==> src/rtl/aocr_pkg.sv <==
// Constants, register map and types for the converter's configuration bank.
// Assumes a single core clock domain; serial pins arrive asynchronously.
package aocr_pkg;

	// ----------------------------------------------------------------
	// Register offsets
	// ----------------------------------------------------------------
	localparam logic [7:0] AOCR_OFS_OVR_THR = 8'h02;
	localparam logic [7:0] AOCR_OFS_LOOP_A = 8'h03;
	localparam logic [7:0] AOCR_OFS_SYNC_WIDE = 8'h0E;
	localparam logic [7:0] AOCR_OFS_SYNC_REF = 8'h0F;
	localparam logic [7:0] AOCR_OFS_LOOP_B = 8'h1A;
	localparam logic [7:0] AOCR_OFS_SOFT_RST = 8'h2C;

	// ----------------------------------------------------------------
	// Field positions and widths
	// ----------------------------------------------------------------
	localparam int AOCR_THR_LSB = 7;
	localparam int AOCR_THR_W = 4;
	localparam int AOCR_THR_FIXED_BIT = 14;
	localparam int AOCR_LOOP_BIT = 14;
	localparam int AOCR_SYNCW_LSB = 2;
	localparam int AOCR_SYNCW_W = 14;
	localparam int AOCR_SYNCN_LSB = 12;
	localparam int AOCR_SYNCN_W = 4;
	localparam int AOCR_VREF_LSB = 4;
	localparam int AOCR_VREF_W = 3;

	// ----------------------------------------------------------------
	// Reset values and special codes
	// ----------------------------------------------------------------
	localparam logic [3:0] AOCR_THR_RST = 4'hF;
	localparam logic [15:0] AOCR_LOOP_RST = 16'h4B18;
	localparam logic [13:0] AOCR_SYNCW_RST = 14'h2AAA;
	localparam logic [3:0] AOCR_SYNCN_RST = 4'hA;
	localparam logic [2:0] AOCR_VREF_RST = 3'h0;
	localparam logic [2:0] AOCR_VREF_LAST_INT = 3'h4;
	localparam logic [15:0] AOCR_SOFT_RST_KEY = 16'hD2F0;
	localparam logic [13:0] AOCR_SYNC_CODE_OFF = 14'h0000;
	localparam logic [13:0] AOCR_SYNC_CODE_ONE = 14'h1555;
	localparam logic [13:0] AOCR_SYNC_CODE_PINS = 14'h2AAA;

	// ----------------------------------------------------------------
	// Timing and serial frame
	// ----------------------------------------------------------------
	localparam int AOCR_OVR_DELAY = 12;
	localparam logic [4:0] AOCR_HDR_LAST = 5'h08;
	localparam logic [4:0] AOCR_DATA_FIRST = 5'h0A;
	localparam logic [4:0] AOCR_FRAME_LAST = 5'h18;
	localparam logic [4:0] AOCR_FRAME_END = 5'h19;

	// ----------------------------------------------------------------
	// Types
	// ----------------------------------------------------------------
	typedef enum logic [1:0] {
		AOCR_SYNC_OFF = 2'b00,
		AOCR_SYNC_ONE_SHOT = 2'b01,
		AOCR_SYNC_PINS = 2'b10,
		AOCR_SYNC_UNSUP = 2'b11
	} aocr_sync_mode_t;

	typedef enum logic [1:0] {
		AOCR_SP_IDLE = 2'b00,
		AOCR_SP_SHIFT = 2'b01,
		AOCR_SP_DONE = 2'b10
	} aocr_sp_state_t;

endpackage

==> src/rtl/aocr_overrange_det.sv <==
// Over-range detector for one channel: magnitude compare and fixed delay.
// Assumes samples are two's complement and on the core clock.
`timescale 1ns/1ps
module aocr_overrange_det #(
	parameter int SAMPLE_W = 12,
	parameter int DELAY = aocr_pkg::AOCR_OVR_DELAY
) (
	// Clock and reset
	input wire logic core_clk_i,
	input wire logic reset_i,
	// Sample and threshold
	input wire logic [SAMPLE_W-1:0] sample_i,
	input wire logic [aocr_pkg::AOCR_THR_W-1:0] thr_i,
	// Flag
	output logic overrange_flag_o
);
	import aocr_pkg::*;

	logic [SAMPLE_W-1:0] mag;
	logic [SAMPLE_W-1:0] level;
	logic hit;
	logic [DELAY-1:0] pipe_d, pipe_q;

	// ----------------------------------------------------------------
	// Compare and delay line
	// ----------------------------------------------------------------
	always_comb begin
		mag = sample_i[SAMPLE_W-1] ? SAMPLE_W'(-sample_i) : sample_i;
		// level is full scale times code over 16
		level = SAMPLE_W'({thr_i, {(SAMPLE_W-5){1'b0}}});
		hit = (mag >= level);
		pipe_d = {pipe_q[DELAY-2:0], hit};
	end

	always_ff @(posedge core_clk_i or posedge reset_i) begin
		if (reset_i) begin
			pipe_q <= '0;
		end else begin
			pipe_q <= pipe_d;
		end
	end

	assign overrange_flag_o = pipe_q[DELAY-1];

endmodule

==> src/rtl/aocr_regs.sv <==
// Configuration bank: over-range threshold, offset loops, sync and reference.
// Assumes the host uses the serial port and samples arrive on core_clk_i.
`timescale 1ns/1ps

// How it works
// - over-range flag exactly twelve cycles late
// - level is 1.0 V times code/16
// - threshold resets to fifteen
// - one threshold feeds both channels
// - channel A loop runs at 0, cleared at 1
// - channel B loop runs at 0, cleared at 1
// - wide sync field decoded off/one-shot/pins/unsupported
// - narrow sync field decoded same four ways
// - reference code picks voltage or external
// - key write restores all defaults, self-clears
module aocr_regs #(
	parameter int SAMPLE_W = 12
) (
	// Clock and reset
	input wire logic core_clk_i,
	input wire logic reset_i,
	// Serial register port
	input wire logic sen_n_i,
	input wire logic sclk_i,
	input wire logic sdata_i,
	output logic sdout_o,
	// Converter samples
	input wire logic [SAMPLE_W-1:0] sample_a_i,
	input wire logic [SAMPLE_W-1:0] sample_b_i,
	// Over-range flags
	output logic overrange_flag_a_o,
	output logic overrange_flag_b_o,
	// Offset loop controls
	output logic offset_loop_ctrl_a_o,
	output logic offset_loop_ctrl_b_o,
	// Clock generator sync
	output aocr_pkg::aocr_sync_mode_t sync_mode_o,
	output logic sync_mismatch_o,
	// Reference selection
	output logic [aocr_pkg::AOCR_VREF_W-1:0] vref_sel_o,
	output logic vref_external_o
);
	import aocr_pkg::*;

	logic wr_stb;
	logic [7:0] addr;
	logic [15:0] wr_data, rd_data;
	logic [AOCR_THR_W-1:0] thr_d, thr_q;
	logic [15:0] loop_a_d, loop_a_q, loop_b_d, loop_b_q;
	logic [AOCR_SYNCW_W-1:0] syncw_d, syncw_q;
	logic [AOCR_SYNCN_W-1:0] syncn_d, syncn_q;
	logic [AOCR_VREF_W-1:0] vref_d, vref_q;
	aocr_sync_mode_t mode_w, mode_n, mode_d;
	logic mismatch_d, vref_ext_d;

	// ----------------------------------------------------------------
	// Sync code decoding
	// ----------------------------------------------------------------
	function automatic aocr_sync_mode_t aocr_decode_sync(
			input logic [AOCR_SYNCW_W-1:0] code);
		case (code)
		AOCR_SYNC_CODE_OFF: aocr_decode_sync = AOCR_SYNC_OFF;
		AOCR_SYNC_CODE_ONE: aocr_decode_sync = AOCR_SYNC_ONE_SHOT;
		AOCR_SYNC_CODE_PINS: aocr_decode_sync = AOCR_SYNC_PINS;
		default: aocr_decode_sync = AOCR_SYNC_UNSUP;
		endcase
	endfunction

	// ----------------------------------------------------------------
	// Serial port and detectors
	// ----------------------------------------------------------------
	aocr_serial_port u_port (
		.core_clk_i(core_clk_i),
		.reset_i(reset_i),
		.sen_n_i(sen_n_i),
		.sclk_i(sclk_i),
		.sdata_i(sdata_i),
		.sdout_o(sdout_o),
		.rd_data_i(rd_data),
		.wr_stb_o(wr_stb),
		.rd_stb_o(),
		.addr_o(addr),
		.wr_data_o(wr_data)
	);

	aocr_overrange_det #(
		.SAMPLE_W(SAMPLE_W),
		.DELAY(AOCR_OVR_DELAY)
	) u_ovr_a (
		.core_clk_i(core_clk_i),
		.reset_i(reset_i),
		.sample_i(sample_a_i),
		.thr_i(thr_q),
		.overrange_flag_o(overrange_flag_a_o)
	);

	aocr_overrange_det #(
		.SAMPLE_W(SAMPLE_W),
		.DELAY(AOCR_OVR_DELAY)
	) u_ovr_b (
		.core_clk_i(core_clk_i),
		.reset_i(reset_i),
		.sample_i(sample_b_i),
		.thr_i(thr_q),
		.overrange_flag_o(overrange_flag_b_o)
	);

	// ----------------------------------------------------------------
	// Register writes
	// ----------------------------------------------------------------
	always_comb begin
		thr_d = thr_q;
		loop_a_d = loop_a_q;
		loop_b_d = loop_b_q;
		syncw_d = syncw_q;
		syncn_d = syncn_q;
		vref_d = vref_q;
		if (wr_stb) begin
			case (addr)
			AOCR_OFS_OVR_THR: begin
				thr_d = wr_data[AOCR_THR_LSB +: AOCR_THR_W];
			end
			// performance bits stored as the host writes them
			AOCR_OFS_LOOP_A: begin
				loop_a_d = wr_data;
			end
			AOCR_OFS_LOOP_B: begin
				loop_b_d = wr_data;
			end
			AOCR_OFS_SYNC_WIDE: begin
				syncw_d = wr_data[AOCR_SYNCW_LSB +: AOCR_SYNCW_W];
			end
			AOCR_OFS_SYNC_REF: begin
				syncn_d = wr_data[AOCR_SYNCN_LSB +: AOCR_SYNCN_W];
				vref_d = wr_data[AOCR_VREF_LSB +: AOCR_VREF_W];
			end
			AOCR_OFS_SOFT_RST: begin
				if (wr_data == AOCR_SOFT_RST_KEY) begin
					thr_d = AOCR_THR_RST;
					loop_a_d = AOCR_LOOP_RST;
					loop_b_d = AOCR_LOOP_RST;
					syncw_d = AOCR_SYNCW_RST;
					syncn_d = AOCR_SYNCN_RST;
					vref_d = AOCR_VREF_RST;
				end
			end
			default: begin
				// Unmapped writes are dropped.
				thr_d = thr_q;
			end
			endcase
		end
	end

	// ----------------------------------------------------------------
	// Decoded controls
	// ----------------------------------------------------------------
	always_comb begin
		mode_w = aocr_decode_sync(syncw_q);
		// narrow field decode, same patterns repeated
		mode_n = aocr_decode_sync({syncn_q, syncn_q, syncn_q, syncn_q[3:2]});
		// Disagreeing fields would leave the clock generator ambiguous,
		// so sync is held off until the host makes them agree.
		mismatch_d = (mode_w != mode_n);
		mode_d = mismatch_d ? AOCR_SYNC_OFF : mode_w;
		// codes beyond the last internal level are external
		vref_ext_d = (vref_q > AOCR_VREF_LAST_INT);
	end

	// ----------------------------------------------------------------
	// Read-back
	// ----------------------------------------------------------------
	// The reset key register always reads zero, as it self-clears.
	always_comb begin
		rd_data = '0;
		case (addr)
		AOCR_OFS_OVR_THR: begin
			rd_data[AOCR_THR_FIXED_BIT] = 1'b1;
			rd_data[AOCR_THR_LSB +: AOCR_THR_W] = thr_q;
		end
		AOCR_OFS_LOOP_A: begin
			rd_data = loop_a_q;
		end
		AOCR_OFS_LOOP_B: begin
			rd_data = loop_b_q;
		end
		AOCR_OFS_SYNC_WIDE: begin
			rd_data[AOCR_SYNCW_LSB +: AOCR_SYNCW_W] = syncw_q;
		end
		AOCR_OFS_SYNC_REF: begin
			rd_data[AOCR_SYNCN_LSB +: AOCR_SYNCN_W] = syncn_q;
			rd_data[AOCR_VREF_LSB +: AOCR_VREF_W] = vref_q;
		end
		default: begin
			rd_data = '0;
		end
		endcase
	end

	// ----------------------------------------------------------------
	// State registers
	// ----------------------------------------------------------------
	always_ff @(posedge core_clk_i or posedge reset_i) begin
		if (reset_i) begin
			thr_q <= AOCR_THR_RST;
			loop_a_q <= AOCR_LOOP_RST;
			loop_b_q <= AOCR_LOOP_RST;
			syncw_q <= AOCR_SYNCW_RST;
			syncn_q <= AOCR_SYNCN_RST;
			vref_q <= AOCR_VREF_RST;
			offset_loop_ctrl_a_o <= 1'b1;
			offset_loop_ctrl_b_o <= 1'b1;
			sync_mode_o <= AOCR_SYNC_PINS;
			sync_mismatch_o <= 1'b0;
			vref_sel_o <= AOCR_VREF_RST;
			vref_external_o <= 1'b0;
		end else begin
			thr_q <= thr_d;
			loop_a_q <= loop_a_d;
			loop_b_q <= loop_b_d;
			syncw_q <= syncw_d;
			syncn_q <= syncn_d;
			vref_q <= vref_d;
			offset_loop_ctrl_a_o <= loop_a_q[AOCR_LOOP_BIT];
			offset_loop_ctrl_b_o <= loop_b_q[AOCR_LOOP_BIT];
			sync_mode_o <= mode_d;
			sync_mismatch_o <= mismatch_d;
			vref_sel_o <= vref_q;
			vref_external_o <= vref_ext_d;
		end
	end

endmodule

==> src/rtl/aocr_serial_port.sv <==
// Serial register port: synchronises the pins, frames commands, shifts reads.
// Assumes the serial clock is far slower than the core clock.
`timescale 1ns/1ps
module aocr_serial_port (
	// Clock and reset
	input wire logic core_clk_i,
	input wire logic reset_i,
	// Serial pins
	input wire logic sen_n_i,
	input wire logic sclk_i,
	input wire logic sdata_i,
	output logic sdout_o,
	// Register side
	input wire logic [15:0] rd_data_i,
	output logic wr_stb_o,
	output logic rd_stb_o,
	output logic [7:0] addr_o,
	output logic [15:0] wr_data_o
);
	import aocr_pkg::*;

	logic [2:0] s1_q, s2_q, s3_q, f_q, f_d, prev_q;
	logic rise, fall;
	aocr_sp_state_t state_d, state_q;
	logic [4:0] cnt_d, cnt_q;
	logic [15:0] shreg_d, shreg_q, out_d, out_q;
	logic rd_d, rd_q, wr_stb_d, rd_stb_d, sdout_d;
	logic [7:0] addr_d;
	logic [15:0] wr_data_d;

	// ----------------------------------------------------------------
	// Pin filter
	// ----------------------------------------------------------------
	// A pin change is believed only once two late stages agree.
	always_comb begin
		for (int i = 0; i < 3; i++) begin
			f_d[i] = (s2_q[i] == s3_q[i]) ? s3_q[i] : f_q[i];
		end
		rise = f_q[1] & ~prev_q[1];
		fall = ~f_q[1] & prev_q[1];
	end

	// ----------------------------------------------------------------
	// Frame engine
	// ----------------------------------------------------------------
	// Frame: read flag, address bits 7..0, then data bits 15..0.
	always_comb begin
		state_d = state_q;
		cnt_d = cnt_q;
		shreg_d = shreg_q;
		out_d = out_q;
		rd_d = rd_q;
		addr_d = addr_o;
		wr_data_d = wr_data_o;
		sdout_d = sdout_o;
		wr_stb_d = 1'b0;
		rd_stb_d = 1'b0;
		if (f_q[0]) begin
			state_d = AOCR_SP_IDLE;
			cnt_d = '0;
			rd_d = 1'b0;
			sdout_d = 1'b0;
		end else begin
			case (state_q)
			AOCR_SP_IDLE: begin
				state_d = AOCR_SP_SHIFT;
				cnt_d = '0;
			end
			AOCR_SP_SHIFT: begin
				if (rise) begin
					shreg_d = {shreg_q[14:0], f_q[2]};
					cnt_d = cnt_q + 5'h01;
					if (cnt_q == AOCR_HDR_LAST) begin
						addr_d = {shreg_q[6:0], f_q[2]};
						rd_d = shreg_q[7];
						rd_stb_d = shreg_q[7];
					end
					if (cnt_q == AOCR_FRAME_LAST) begin
						state_d = AOCR_SP_DONE;
						wr_data_d = {shreg_q[14:0], f_q[2]};
						wr_stb_d = ~rd_q;
					end
				end
				if (rd_stb_o) begin
					out_d = rd_data_i;
					sdout_d = rd_data_i[15];
				end else if (fall && rd_q && cnt_q >= AOCR_DATA_FIRST
						&& cnt_q < AOCR_FRAME_END) begin
					out_d = {out_q[14:0], 1'b0};
					sdout_d = out_q[14];
				end
			end
			AOCR_SP_DONE: begin
				// Extra clocks past a full frame are ignored.
				sdout_d = 1'b0;
			end
			default: begin
				state_d = AOCR_SP_IDLE;
			end
			endcase
		end
	end

	always_ff @(posedge core_clk_i or posedge reset_i) begin
		if (reset_i) begin
			s1_q <= 3'h1;
			s2_q <= 3'h1;
			s3_q <= 3'h1;
			f_q <= 3'h1;
			prev_q <= 3'h1;
			state_q <= AOCR_SP_IDLE;
			cnt_q <= '0;
			shreg_q <= '0;
			out_q <= '0;
			rd_q <= 1'b0;
			addr_o <= '0;
			wr_data_o <= '0;
			sdout_o <= 1'b0;
			wr_stb_o <= 1'b0;
			rd_stb_o <= 1'b0;
		end else begin
			s1_q <= {sdata_i, sclk_i, sen_n_i};
			s2_q <= s1_q;
			s3_q <= s2_q;
			f_q <= f_d;
			prev_q <= f_q;
			state_q <= state_d;
			cnt_q <= cnt_d;
			shreg_q <= shreg_d;
			out_q <= out_d;
			rd_q <= rd_d;
			addr_o <= addr_d;
			wr_data_o <= wr_data_d;
			sdout_o <= sdout_d;
			wr_stb_o <= wr_stb_d;
			rd_stb_o <= rd_stb_d;
		end
	end

endmodule

==> config.mk <==
export PLATFORM = sky130hd
export DESIGN_NAME = aocr_regs
export DESIGN_NICKNAME = d
export VERILOG_FILES = /design/src/rtl/aocr_pkg.sv /design/src/rtl/aocr_overrange_det.sv /design/src/rtl/aocr_regs.sv /design/src/rtl/aocr_serial_port.sv
export SDC_FILE = /design/constraint.sdc
export NUM_CORES = 1
export LEC_CHECK = 0
export BUFFER_PORTS_ARGS = -buffer_cell sky130_fd_sc_hd__buf_2
export CELL_PAD_IN_SITES_DETAIL_PLACEMENT = 0
export CELL_PAD_IN_SITES_GLOBAL_PLACEMENT = 1
export CORE_UTILIZATION = 45
export DETAILED_ROUTE_END_ITERATION = 7
export PLACE_DENSITY_LB_ADDON = 0.1
export SLEW_MARGIN = 15
export SYNTH_ARGS = -nofsm -noshare
export SYNTH_HDL_FRONTEND = slang
export SYNTH_HIERARCHICAL = 1
export SYNTH_SLANG_ARGS = --single-unit
export TNS_END_PERCENT = 30
==> constraint.sdc <==
create_clock -name core_clk_i -period 2.68 [get_ports core_clk_i]
set_input_delay 0.536 -clock core_clk_i [delete_from_list [all_inputs] [get_ports core_clk_i]]
set_output_delay 0.536 -clock core_clk_i [all_outputs]
set_load 0.02 [all_outputs]
==> results of run 1 <==
## power groups by stage
stage / Sequential [mW] / Combinational [mW] / Clock (mW)
after floorplan: 2.74 / 0.161 / 0
after global placement: 2.77 / 0.230 / 0
after global routing: 2.74 / 0.269 / 2.61
after CTS: 2.72 / 0.242 / 2.51
final: 2.72 / 0.235 / 2.43
after detailed placement: 2.77 / 0.241 / 0
## kinds of logic (layout without fill, tap and decap cells)
logic type / after synthesis / after routing / synth area share, %
adder cells (fa/ha/maj): 14 / 14 / 2.251
multiplexers: 113 / 113 / 16.78
AO/OA/AOI/OAI: 108 / 108 / 10.60
flip-flops: 168 / 168 / 56.99
buffers and inverters: 53 / 124 / 3.226
AND/OR/NAND/NOR: 116 / 116 / 9.207
XOR/XNOR: 8 / 8 / 0.9409
## per-layer routing
metal  part of all wire [%]  up-vias  global-route usage [%]
met5                      0        -                       0
met4                    1.6        0                   7.437
met3                    3.2       17                   4.031
met2                     48       88                   32.06
met1                     48     2448                   27.13
li1                       -     2241                       -
## repair_timing
item | in CTS | in global routing
resized for setup | 0 | 2
buffers inserted | 0 | 0
endpoints found under the setup margin | 0 | 15
## worst max path at each step
stage / endpoint / slack, ps / cells after the start
6_report: loop_b_q[10]$_DFFE_PP0P_ / 120 / 7
3_5_place_dp: u_ovr_b/pipe_q[0]$_DFF_PP0_ / 70 / 8
4_1_cts: loop_a_q[10]$_DFFE_PP0P_ / 60 / 5
2_1_floorplan: loop_a_q[0]$_DFFE_PP0P_ / 50 / 7
3_3_place_gp: loop_a_q[10]$_DFFE_PP0P_ / 120 / 5
5_1_grt: loop_b_q[2]$_DFFE_PP0P_ / 30 / 7
## layout by cell type (no fill, tap or decap), types with 7 or more instances in the layout
cell type and n:
a21oi_1 25, a22oi_1 17, a31oi_1 14, and2_1 13, buf_2 40, buf_4 19, clkbuf_16 17, dfrtp_1 136
dfstp_2 32, ha_1 11, inv_1 26, mux2_1 30, mux2_2 65, mux2i_1 18, nand2_1 10, nand2b_1 14
nand3_1 7, nor2_1 21, o21ai_0 12, or3_1 7
## final cells by class
type,instances,share of cell area (%)
clock buffers,19,5.245
clock inverters,13,1.695
inverters,28,1.232
multi-input cells,359,34.42
flip-flops and latches,168,49.15
well taps,216,3.130
repair buffers,64,5.129
## flip-flops by register name (all words and copies together), names as in the netlist, 12 cells and up
register and flops:
loop_a_q 16, syncw_q 14, u_port/out_q 15, loop_b_q 16
u_ovr_b/pipe_q 12, u_ovr_a/pipe_q 12, u_port/wr_data_o 16, u_port/shreg_q 15
## stage by stage
step                instances  instance area, um2  util [%]  hold slack [ps]  setup slack [ps]
CTS                       867                8626     53.91            159.0             56.56
global placement          835                8026     50.16            334.0             124.2
finish                    867                8636     53.97            158.8             123.7
detailed placement        835                8026     50.16            337.1             71.40
floorplan                 580                7447         -            331.2             51.18
global route              867                8636     53.97            182.0             30.39
==> flow_summary.toml, run 1 <==
[die]
coreArea_um2 = 16000
fp.dieArea_um2 = 17070
num_rows = 46
io_pins = 41
die_x_um = 130.6
die_h_um = 130.6
start_util_pct = 46.54

[sta]
slew_violations = 0
skew_ps = 7.365
hold_viol_final = 0
finalCriticalPeriod_ps = 2556
tns_ps = 0
rsz0062_at_grt = "false"
worst_slew_pin_slew_ps = 659.2
slew_headroom_pct = 56.00
setup_viol = 0
period_share_pct = 95.38
fmax_ghz = 0.3912

[power]
switching_share_pct = 22.62
leakagePower_nw = 3.928
powerDensity_nw_per_um2 = 624.2
ir_worst_vdd_mv = 0.4773
p_sw_mw = 1.219
clock_power_share_pct = 45.1
power.total_mw = 5.390
p_comb_share_pct = 4.4
internal_power_mw = 4.171
power_frac_seq_pct = 50.5

[synthesis]
synthTopCellsByCount = "dfrtp_1 (136), mux2_2 (65), dfstp_2 (32)"
synth.distinct_cells = 62
synth_cells = 580
synth_nets = 620
postSynthAreaPerCell_um2 = 12.84
synth.top_cell.area_share_pct = 45.70
synth_area_leaders = "dfrtp_1 (46%), dfstp_2 (11%), mux2_2 (9.8%), mux2_1 (4.5%), mux2i_1 (2.4%)"
ys_ff_latch = 168
synthArstFlopShare_pct = 100.0
yosys_warnings = 6
synth-seq-area-share_pct = 56.99
synthFlopType = "dfrtp_1"
synth_top_area_cell = "dfrtp_1"
synth_most_common_cell = "dfrtp_1"
syn_area_um2 = 7447
synth_edf_count = 0

[grt]
antenna_found_initial = 0
grt_usage_pct = 20.08
grt_pass1_vias = 4789
grt_pass1_wl_um = 25370
grt_max_degree = 44
overflow = 0

[worst_setup_path]
path_delay_family = "simple AND/OR/NAND/NOR gates"
slowest_delay_ps = 700
r2r_slack_ps = 120
required_ps = 2980
r2r_cells = 7
crit_chain = "or4b_2 > nor4_2 > buf_4 > o21ai_4 > a211oi_4 > buf_12 > mux2_2"
crit_start = "u_port/wr_data_o[1]$_DFFE_PP0P_"
cp-end-kind = "flip-flop"
cp-start-kind = "flip-flop"
arrival_ps = 2860
rr_endpoint = "loop_b_q[10]$_DFFE_PP0P_"
path_max_fanout = 14
slowest_stage = "or4b_2"
r2r-start = "u_port/wr_data_o[1]$_DFFE_PP0P_"
critPathBufInv = 2
path_class = "reg -> reg"

[clock_tree]
numCtsBuffers = 17
insertion_delay_ps = 420
clk_pin_slew_ps = 60
clock-sinks = 168
cts_hold_buf = 0
cts_tree = "yes"
htree_levels = 4
clockBufferDepth = 2
root_buffer = "clkbuf_16"

[finish]
multiInputGateArea_um2 = 2973
nFillCells = 1397
seq_area_um2 = 4244
layout-drive-gt1-share_pct = 32.10
layout.nets = 678
area_growth_pct = 15.96
antenna_cells = 0

[detailed_routing]
avgViaCountPerCell = 5.529
wl_um = 15730
wl_per_cell_um = 18.15
firstDrtPassIters = 5
drt-initial-drc-count = 274
drc = 0
ant_nets = 0
vias = 4794

[job]
drv_cap = 0

[place]
hpwl_um = 11260
port_buffers = 40
gp_congestion = 0.8294

[run_status]
outcome = "finished, final reports clean"

[worst_hold_path]
hold_path.class = "in -> async"
No activity file was read; power rests on OpenSTA's default activity.
==> run 2: changes to the inputs <==
- SLEW_MARGIN: 15 -> 10
- SYNTH_HIERARCHICAL: 1 -> not set
==> run 2 against run 1 <==
Net effect: routed wire length up 7.7%; register-to-register slack better by 40 ps; first-iteration DRC count up 24%; sequential share of layout area down 1.6 points; clock power down 2%; cell area up 3.4%; combinational power up 17%; die area up 4.8%; clock skew up 1.9 ps; worst setup slack better by 35 ps; sequential power about the same; non-clock buffer count down 2; critical path type unchanged; critical endpoint is now loop_b_q[13]$_DFFE_PP0P_.
==> flow_summary.toml, run 2 <==
[synthesis]
ys_ff_latch = 168
synth-seq-area-share_pct = 54.33
synth_most_common_cell = "dfrtp_1"
synth_nets = 694
synth_edf_count = 0
postSynthAreaPerCell_um2 = 12.05
synth_cells = 648
synth_top_area_cell = "dfrtp_1"
synthTopCellsByCount = "dfrtp_1 (136), mux2_2 (63), nand2_1 (44)"
syn_area_um2 = 7811
synthFlopType = "dfrtp_1"
synth_area_leaders = "dfrtp_1 (44%), dfstp_2 (11%), mux2_2 (9.1%), mux2_4 (3.1%), ha_1 (2.7%)"
synth.top_cell.area_share_pct = 43.57
yosys_warnings = 0
synthArstFlopShare_pct = 100.0
synth.distinct_cells = 73

[detailed_routing]
drc = 0
wl_per_cell_um = 18.07
wl_met1_um = 7953
wl_met2_um = 8100
ant_nets = 0
vias = 5175
firstDrtPassIters = 5
avgViaCountPerCell = 5.517
wl_um = 16950
highest_layer = "met4"
wl_met3_um = 490
drt-initial-drc-count = 341

[worst_setup_path]
slowest_delay_ps = 960
crit_end = "loop_b_q[13]$_DFFE_PP0P_"
r2r_slack_ps = 160
r2r-start = "u_port.addr_o[3]$_DFFE_PP0P_"
crit_chain = "and3b_1 > and3_1 > o21ai_2 > mux2_2"
slowest_stage = "o21ai_2"
rr_endpoint = "loop_b_q[13]$_DFFE_PP0P_"
path_class = "reg -> reg"
arrival_ps = 2830
path_max_fanout = 16
required_ps = 2990
cp-start-kind = "flip-flop"
cp-end-kind = "flip-flop"
r2r_cells = 4
crit_start = "u_port.addr_o[3]$_DFFE_PP0P_"

[power]
powerDensity_nw_per_um2 = 600.9
power.total_mw = 5.368
leakagePower_nw = 4.042
switching_share_pct = 23.06
p_sw_mw = 1.238
ir_worst_vdd_mv = 0.4464
clock_power_share_pct = 44.6
internal_power_mw = 4.130
p_comb_share_pct = 5.1
power_frac_seq_pct = 50.3

[die]
die_x_um = 133.8
io_pins = 41
start_util_pct = 46.61
coreArea_um2 = 16760
fp.dieArea_um2 = 17890
die_h_um = 133.8
num_rows = 47

[finish]
final_cells = 938
area_growth_pct = 14.37
antenna_cells = 0
final_common_cell = "dfrtp_1"
final_cell_mix = "dfrtp_1 (136), mux2_2 (63), nand2_1 (44)"
final_core_util_pct = 53.30
layout.nets = 751
layout-drive-gt1-share_pct = 30.36
reg_top3 = "loop_a_q: 16 flops, loop_b_q: 16 flops, u_port.wr_data_o: 16 flops"

[run_status]
outcome = "finished, final reports clean"

[grt]
antenna_found_initial = 0
grt_usage_pct = 20.92
overflow = 0
grt_pass1_wl_um = 28550
grt_pass1_vias = 5305
grt_max_degree = 76

[sta]
setup_viol = 0
skew_ps = 9.266
fmax_ghz = 0.3966
rsz0062_at_grt = "false"
slew_violations = 0
slew_headroom_pct = 8.626
fin_hold_ws_ps = 104.8
worst_slew_pin_slew_ps = 1358
final.setup.worst_slack_ps = 158.8
hold_viol_final = 0
period_share_pct = 94.07
finalCriticalPeriod_ps = 2521

[clock_tree]
clockBufferDepth = 2
root_buffer = "clkbuf_16"
numCtsBuffers = 17
cts_resized = 0
cts_tree = "yes"
cts_hold_buf = 0
insertion_delay_ps = 430
post_cts_buffers = 0
clock-sinks = 168
htree_levels = 4
clk_pin_slew_ps = 70

[place]
hpwl_um = 12100
port_buffers = 40
pre_cts_slack_ps = -132.4
gp_congestion = 0.7829
dp.cells = 906

[job]
drv_cap = 0

[worst_hold_path]
hold_path.class = "in -> async"
==> run 2: cell count changes after synthesis, sizes merged, moves of 6 or more <==
| cell | previous run | this run |
|---|---|---|
| o21ai | 13 | 28 |
| a221oi | 0 | 7 |
| inv | 28 | 17 |
| nor2 | 22 | 36 |
| nand2 | 10 | 45 |
| nand3 | 7 | 15 |
| ha | 11 | 17 |
| or3 | 7 | 1 |
| a31oi | 14 | 0 |
| a2bb2oi | 1 | 11 |
| a22oi | 17 | 5 |
| mux2i | 18 | 7 |
==> run 2: metrics by stage <==
stage | TNS (ps) | cell area (um2)
after floorplan | 0 | 7815
after global placement | -78.25 | 8356
after detailed placement | -146.5 | 8356
after CTS | 0 | 8934
after global routing | 0 | 8934
final | 0 | 8934
==> run 2: cells by family after synthesis <==
| family | Yosys count | share of synthesized area (%) |
|---|---|---|
| compound gates | 120 | 10.57 |
| buf+inv | 42 | 2.467 |
| mux | 97 | 14.64 |
| flops | 168 | 54.33 |
| simple gates | 189 | 13.54 |
| xor+xnor | 12 | 1.345 |
| fa+ha+maj | 20 | 3.107 |
==> run 2: layer usage <==
| metal | GRT usage, % | up-vias |
|---|---|---|
| li1 | - | 2474 |
| met3 | 4.110 | 24 |
| met1 | 28.37 | 2616 |
| met5 | 0 | - |
| met2 | 32.84 | 61 |
| met4 | 8.586 | 0 |
==> run 2: area by class of cell <==
class / instances / area [um2]
fillers: 1460 / 7826
flip-flops and latches: 168 / 4244
multi-input cells: 438 / 3374
clock buffers: 19 / 432.9
repair buffers: 62 / 390.4
well taps: 220 / 275.3
clock inverters: 13 / 145.1
inverters: 18 / 71.32
==> run 2: worst min-delay path by stage <==
stage,from,end,slack (ps),depth (start not counted)
after global routing,reset_i,sync_mismatch_o$_DFF_PP0_,120,2
after detailed placement,u_port.s1_q[1]$_DFF_PP0_,u_port.s2_q[1]$_DFF_PP0_,340,0
final,reset_i,sync_mismatch_o$_DFF_PP0_,100,2
after floorplan,u_ovr_a.pipe_q[9]$_DFF_PP0_,u_ovr_a.pipe_q[10]$_DFF_PP0_,330,0
after global placement,u_ovr_a.pipe_q[3]$_DFF_PP0_,u_ovr_a.pipe_q[4]$_DFF_PP0_,330,0
after CTS,reset_i,u_ovr_a.pipe_q[3]$_DFF_PP0_,100,2
==> run 2: critical path, delay by kind of cell (launching register included) <==
family          cells  cell delay [ps]
compound gates      1              960
flops               1              420
mux                 1              430
simple gates        2              590
==> run 2: power by group through the flow <==
| stage | Sequential (mW) | Clock, mW | Combinational, mW |
|---|---|---|---|
| 2_1_floorplan | 2.72 | 0 | 0.180 |
| 3_3_place_gp | 2.74 | 0 | 0.270 |
| 3_5_place_dp | 2.74 | 0 | 0.279 |
| 4_1_cts | 2.70 | 2.47 | 0.280 |
| 5_1_grt | 2.71 | 2.57 | 0.315 |
| 6_report | 2.70 | 2.39 | 0.274 |
==> run 3: changes to the inputs <==
- SETUP_SLACK_MARGIN: not set -> 0.2
==> run 3 against run 2 <==
Net effect: final cell count unchanged; flip-flop and latch count is the same; register-to-register slack better by 190 ps; total power about the same; routed wire length is 0.15% higher; critical path type unchanged; largest cell class unchanged.
==> flow_summary.toml, run 3 (same netlist as run 2, synthesis figures left out) <==
[run_status]
outcome = "finished, final reports clean"

[clock_tree]
numCtsBuffers = 17
clock-sinks = 168
htree_levels = 4
clockBufferDepth = 2
cts_tree = "yes"
root_buffer = "clkbuf_16"
insertion_delay_ps = 430
clk_pin_slew_ps = 70

[finish]
final_cell_mix = "dfrtp_1 (136), mux2_2 (63), nand2_1 (44)"
antenna_cells = 0
final_common_cell = "dfrtp_1"
reg_top3 = "loop_a_q: 16 flops, loop_b_q: 16 flops, u_port.wr_data_o: 16 flops"
layout-drive-gt1-share_pct = 30.50
layout.nets = 751
area_growth_pct = 14.54

[detailed_routing]
vias = 5191
wl_per_cell_um = 18.09
firstDrtPassIters = 4
drc = 0
wl_um = 16970
avgViaCountPerCell = 5.534
drt-initial-drc-count = 326
ant_nets = 0

[worst_setup_path]
r2r_slack_ps = 350
r2r-start = "u_port.addr_o[2]$_DFFE_PP0P_"
path_max_fanout = 17
cp-end-kind = "flip-flop"
cp-start-kind = "flip-flop"
r2r_cells = 7
rr_endpoint = "loop_a_q[13]$_DFFE_PP0P_"
path_class = "reg -> reg"
required_ps = 2990
arrival_ps = 2650

[grt]
grt_pass1_vias = 5306
grt_max_degree = 76
grt_pass1_wl_um = 28550
antenna_found_initial = 0
overflow = 0
grt_usage_pct = 20.92

[place]
gp_congestion = 0.7829
hpwl_um = 12100
port_buffers = 40

[power]
ir_worst_vdd_mv = 0.4490
power.total_mw = 5.370
leakagePower_nw = 4.043
powerDensity_nw_per_um2 = 600.1

[sta]
hold_viol_final = 0
worst_slew_pin_slew_ps = 811.6
rsz0062_at_grt = "true"
slew_violations = 0
slew_headroom_pct = 45.44
period_share_pct = 87.12
setup_viol = 0
fmax_ghz = 0.4283
skew_ps = 9.889
finalCriticalPeriod_ps = 2335
fin_hold_ws_ps = 103.2

[die]
coreArea_um2 = 16760
start_util_pct = 46.61
die_h_um = 133.8
die_x_um = 133.8
fp.dieArea_um2 = 17890
io_pins = 41
num_rows = 47

[worst_hold_path]
hold_path.class = "in -> async"

[job]
drv_cap = 0
## run 3: cell counts in the layout (fill, tap and decap cells not counted)
No cell type changed its count.
## run 3: power breakdown
group	total [mW]	switching, mW	internal, mW	leakage, nW
registers	2.70	0.0612	2.64	2.13
logic	0.275	0.162	0.112	1.64
clock network	2.40	1.02	1.38	0.274
total	5.37	1.24	4.13	4.04
## run 3: what timing repair did
item | CTS | global route
resized for setup | 1 | 1
setup buffers | 0 | 0
setup endpoints to repair | 3 | 5
hold buffers | 0 | 0
## run 3: area by class of cell
type / instances / area (um2)
clock buffer: 19 / 432.9
clock inverter: 13 / 145.1
fill: 1458 / 7812
inverter: 18 / 71.32
multi-input combinational: 438 / 3388
sequential: 168 / 4244
tap: 220 / 275.3
timing repair buffer: 62 / 390.4
## run 3: how the worst max path moves through the flow
stage                                       from                            to
floorplan                                reset_i       loop_a_q[0]$_DFFE_PP0P_
global placement                   sample_b_i[6]   u_ovr_b.pipe_q[0]$_DFF_PP0_
detailed placement                 sample_b_i[6]   u_ovr_b.pipe_q[0]$_DFF_PP0_
CTS                 u_port.addr_o[3]$_DFFE_PP0P_  u_port.out_q[14]$_DFFE_PP0P_
global route                       sample_b_i[6]   u_ovr_b.pipe_q[0]$_DFF_PP0_
finish              u_port.addr_o[2]$_DFFE_PP0P_      loop_a_q[13]$_DFFE_PP0P_
## run 3: metal layers
| layer | global-route usage (%) | vias to the layer above | share of wire (%) | routed length [um] |
|---|---|---|---|---|
| met2 | 32.87 | 62 | 48 | 8088 |
| met4 | 8.586 | 0 | 2.4 | 409 |
| met3 | 4.110 | 24 | 2.7 | 456 |
| met5 | 0 | - | 0 | 0 |
| met1 | 28.34 | 2627 | 47 | 8018 |
| li1 | - | 2478 | - | - |
## run 3: metrics by stage
stage	util (%)	worst slack [ps]	area (um2)	TNS, ps	cells
final	53.39	345.2	8947	0	938
after global routing	53.39	119.1	8947	0	938
after floorplan	-	29.39	7815	0	648
after CTS	53.35	270.9	8941	0	938
after global placement	49.85	-78.25	8356	-78.25	906
after detailed placement	49.85	-132.4	8356	-146.5	906
## run 3: critical path, stage by stage (launching register included)
cell	delay, ps
dfrtp_1	370
buf_4	190
or4b_1	600
nor2_1	170
a21oi_1	130
nor2_4	110
buf_4	280
mux2_2	370
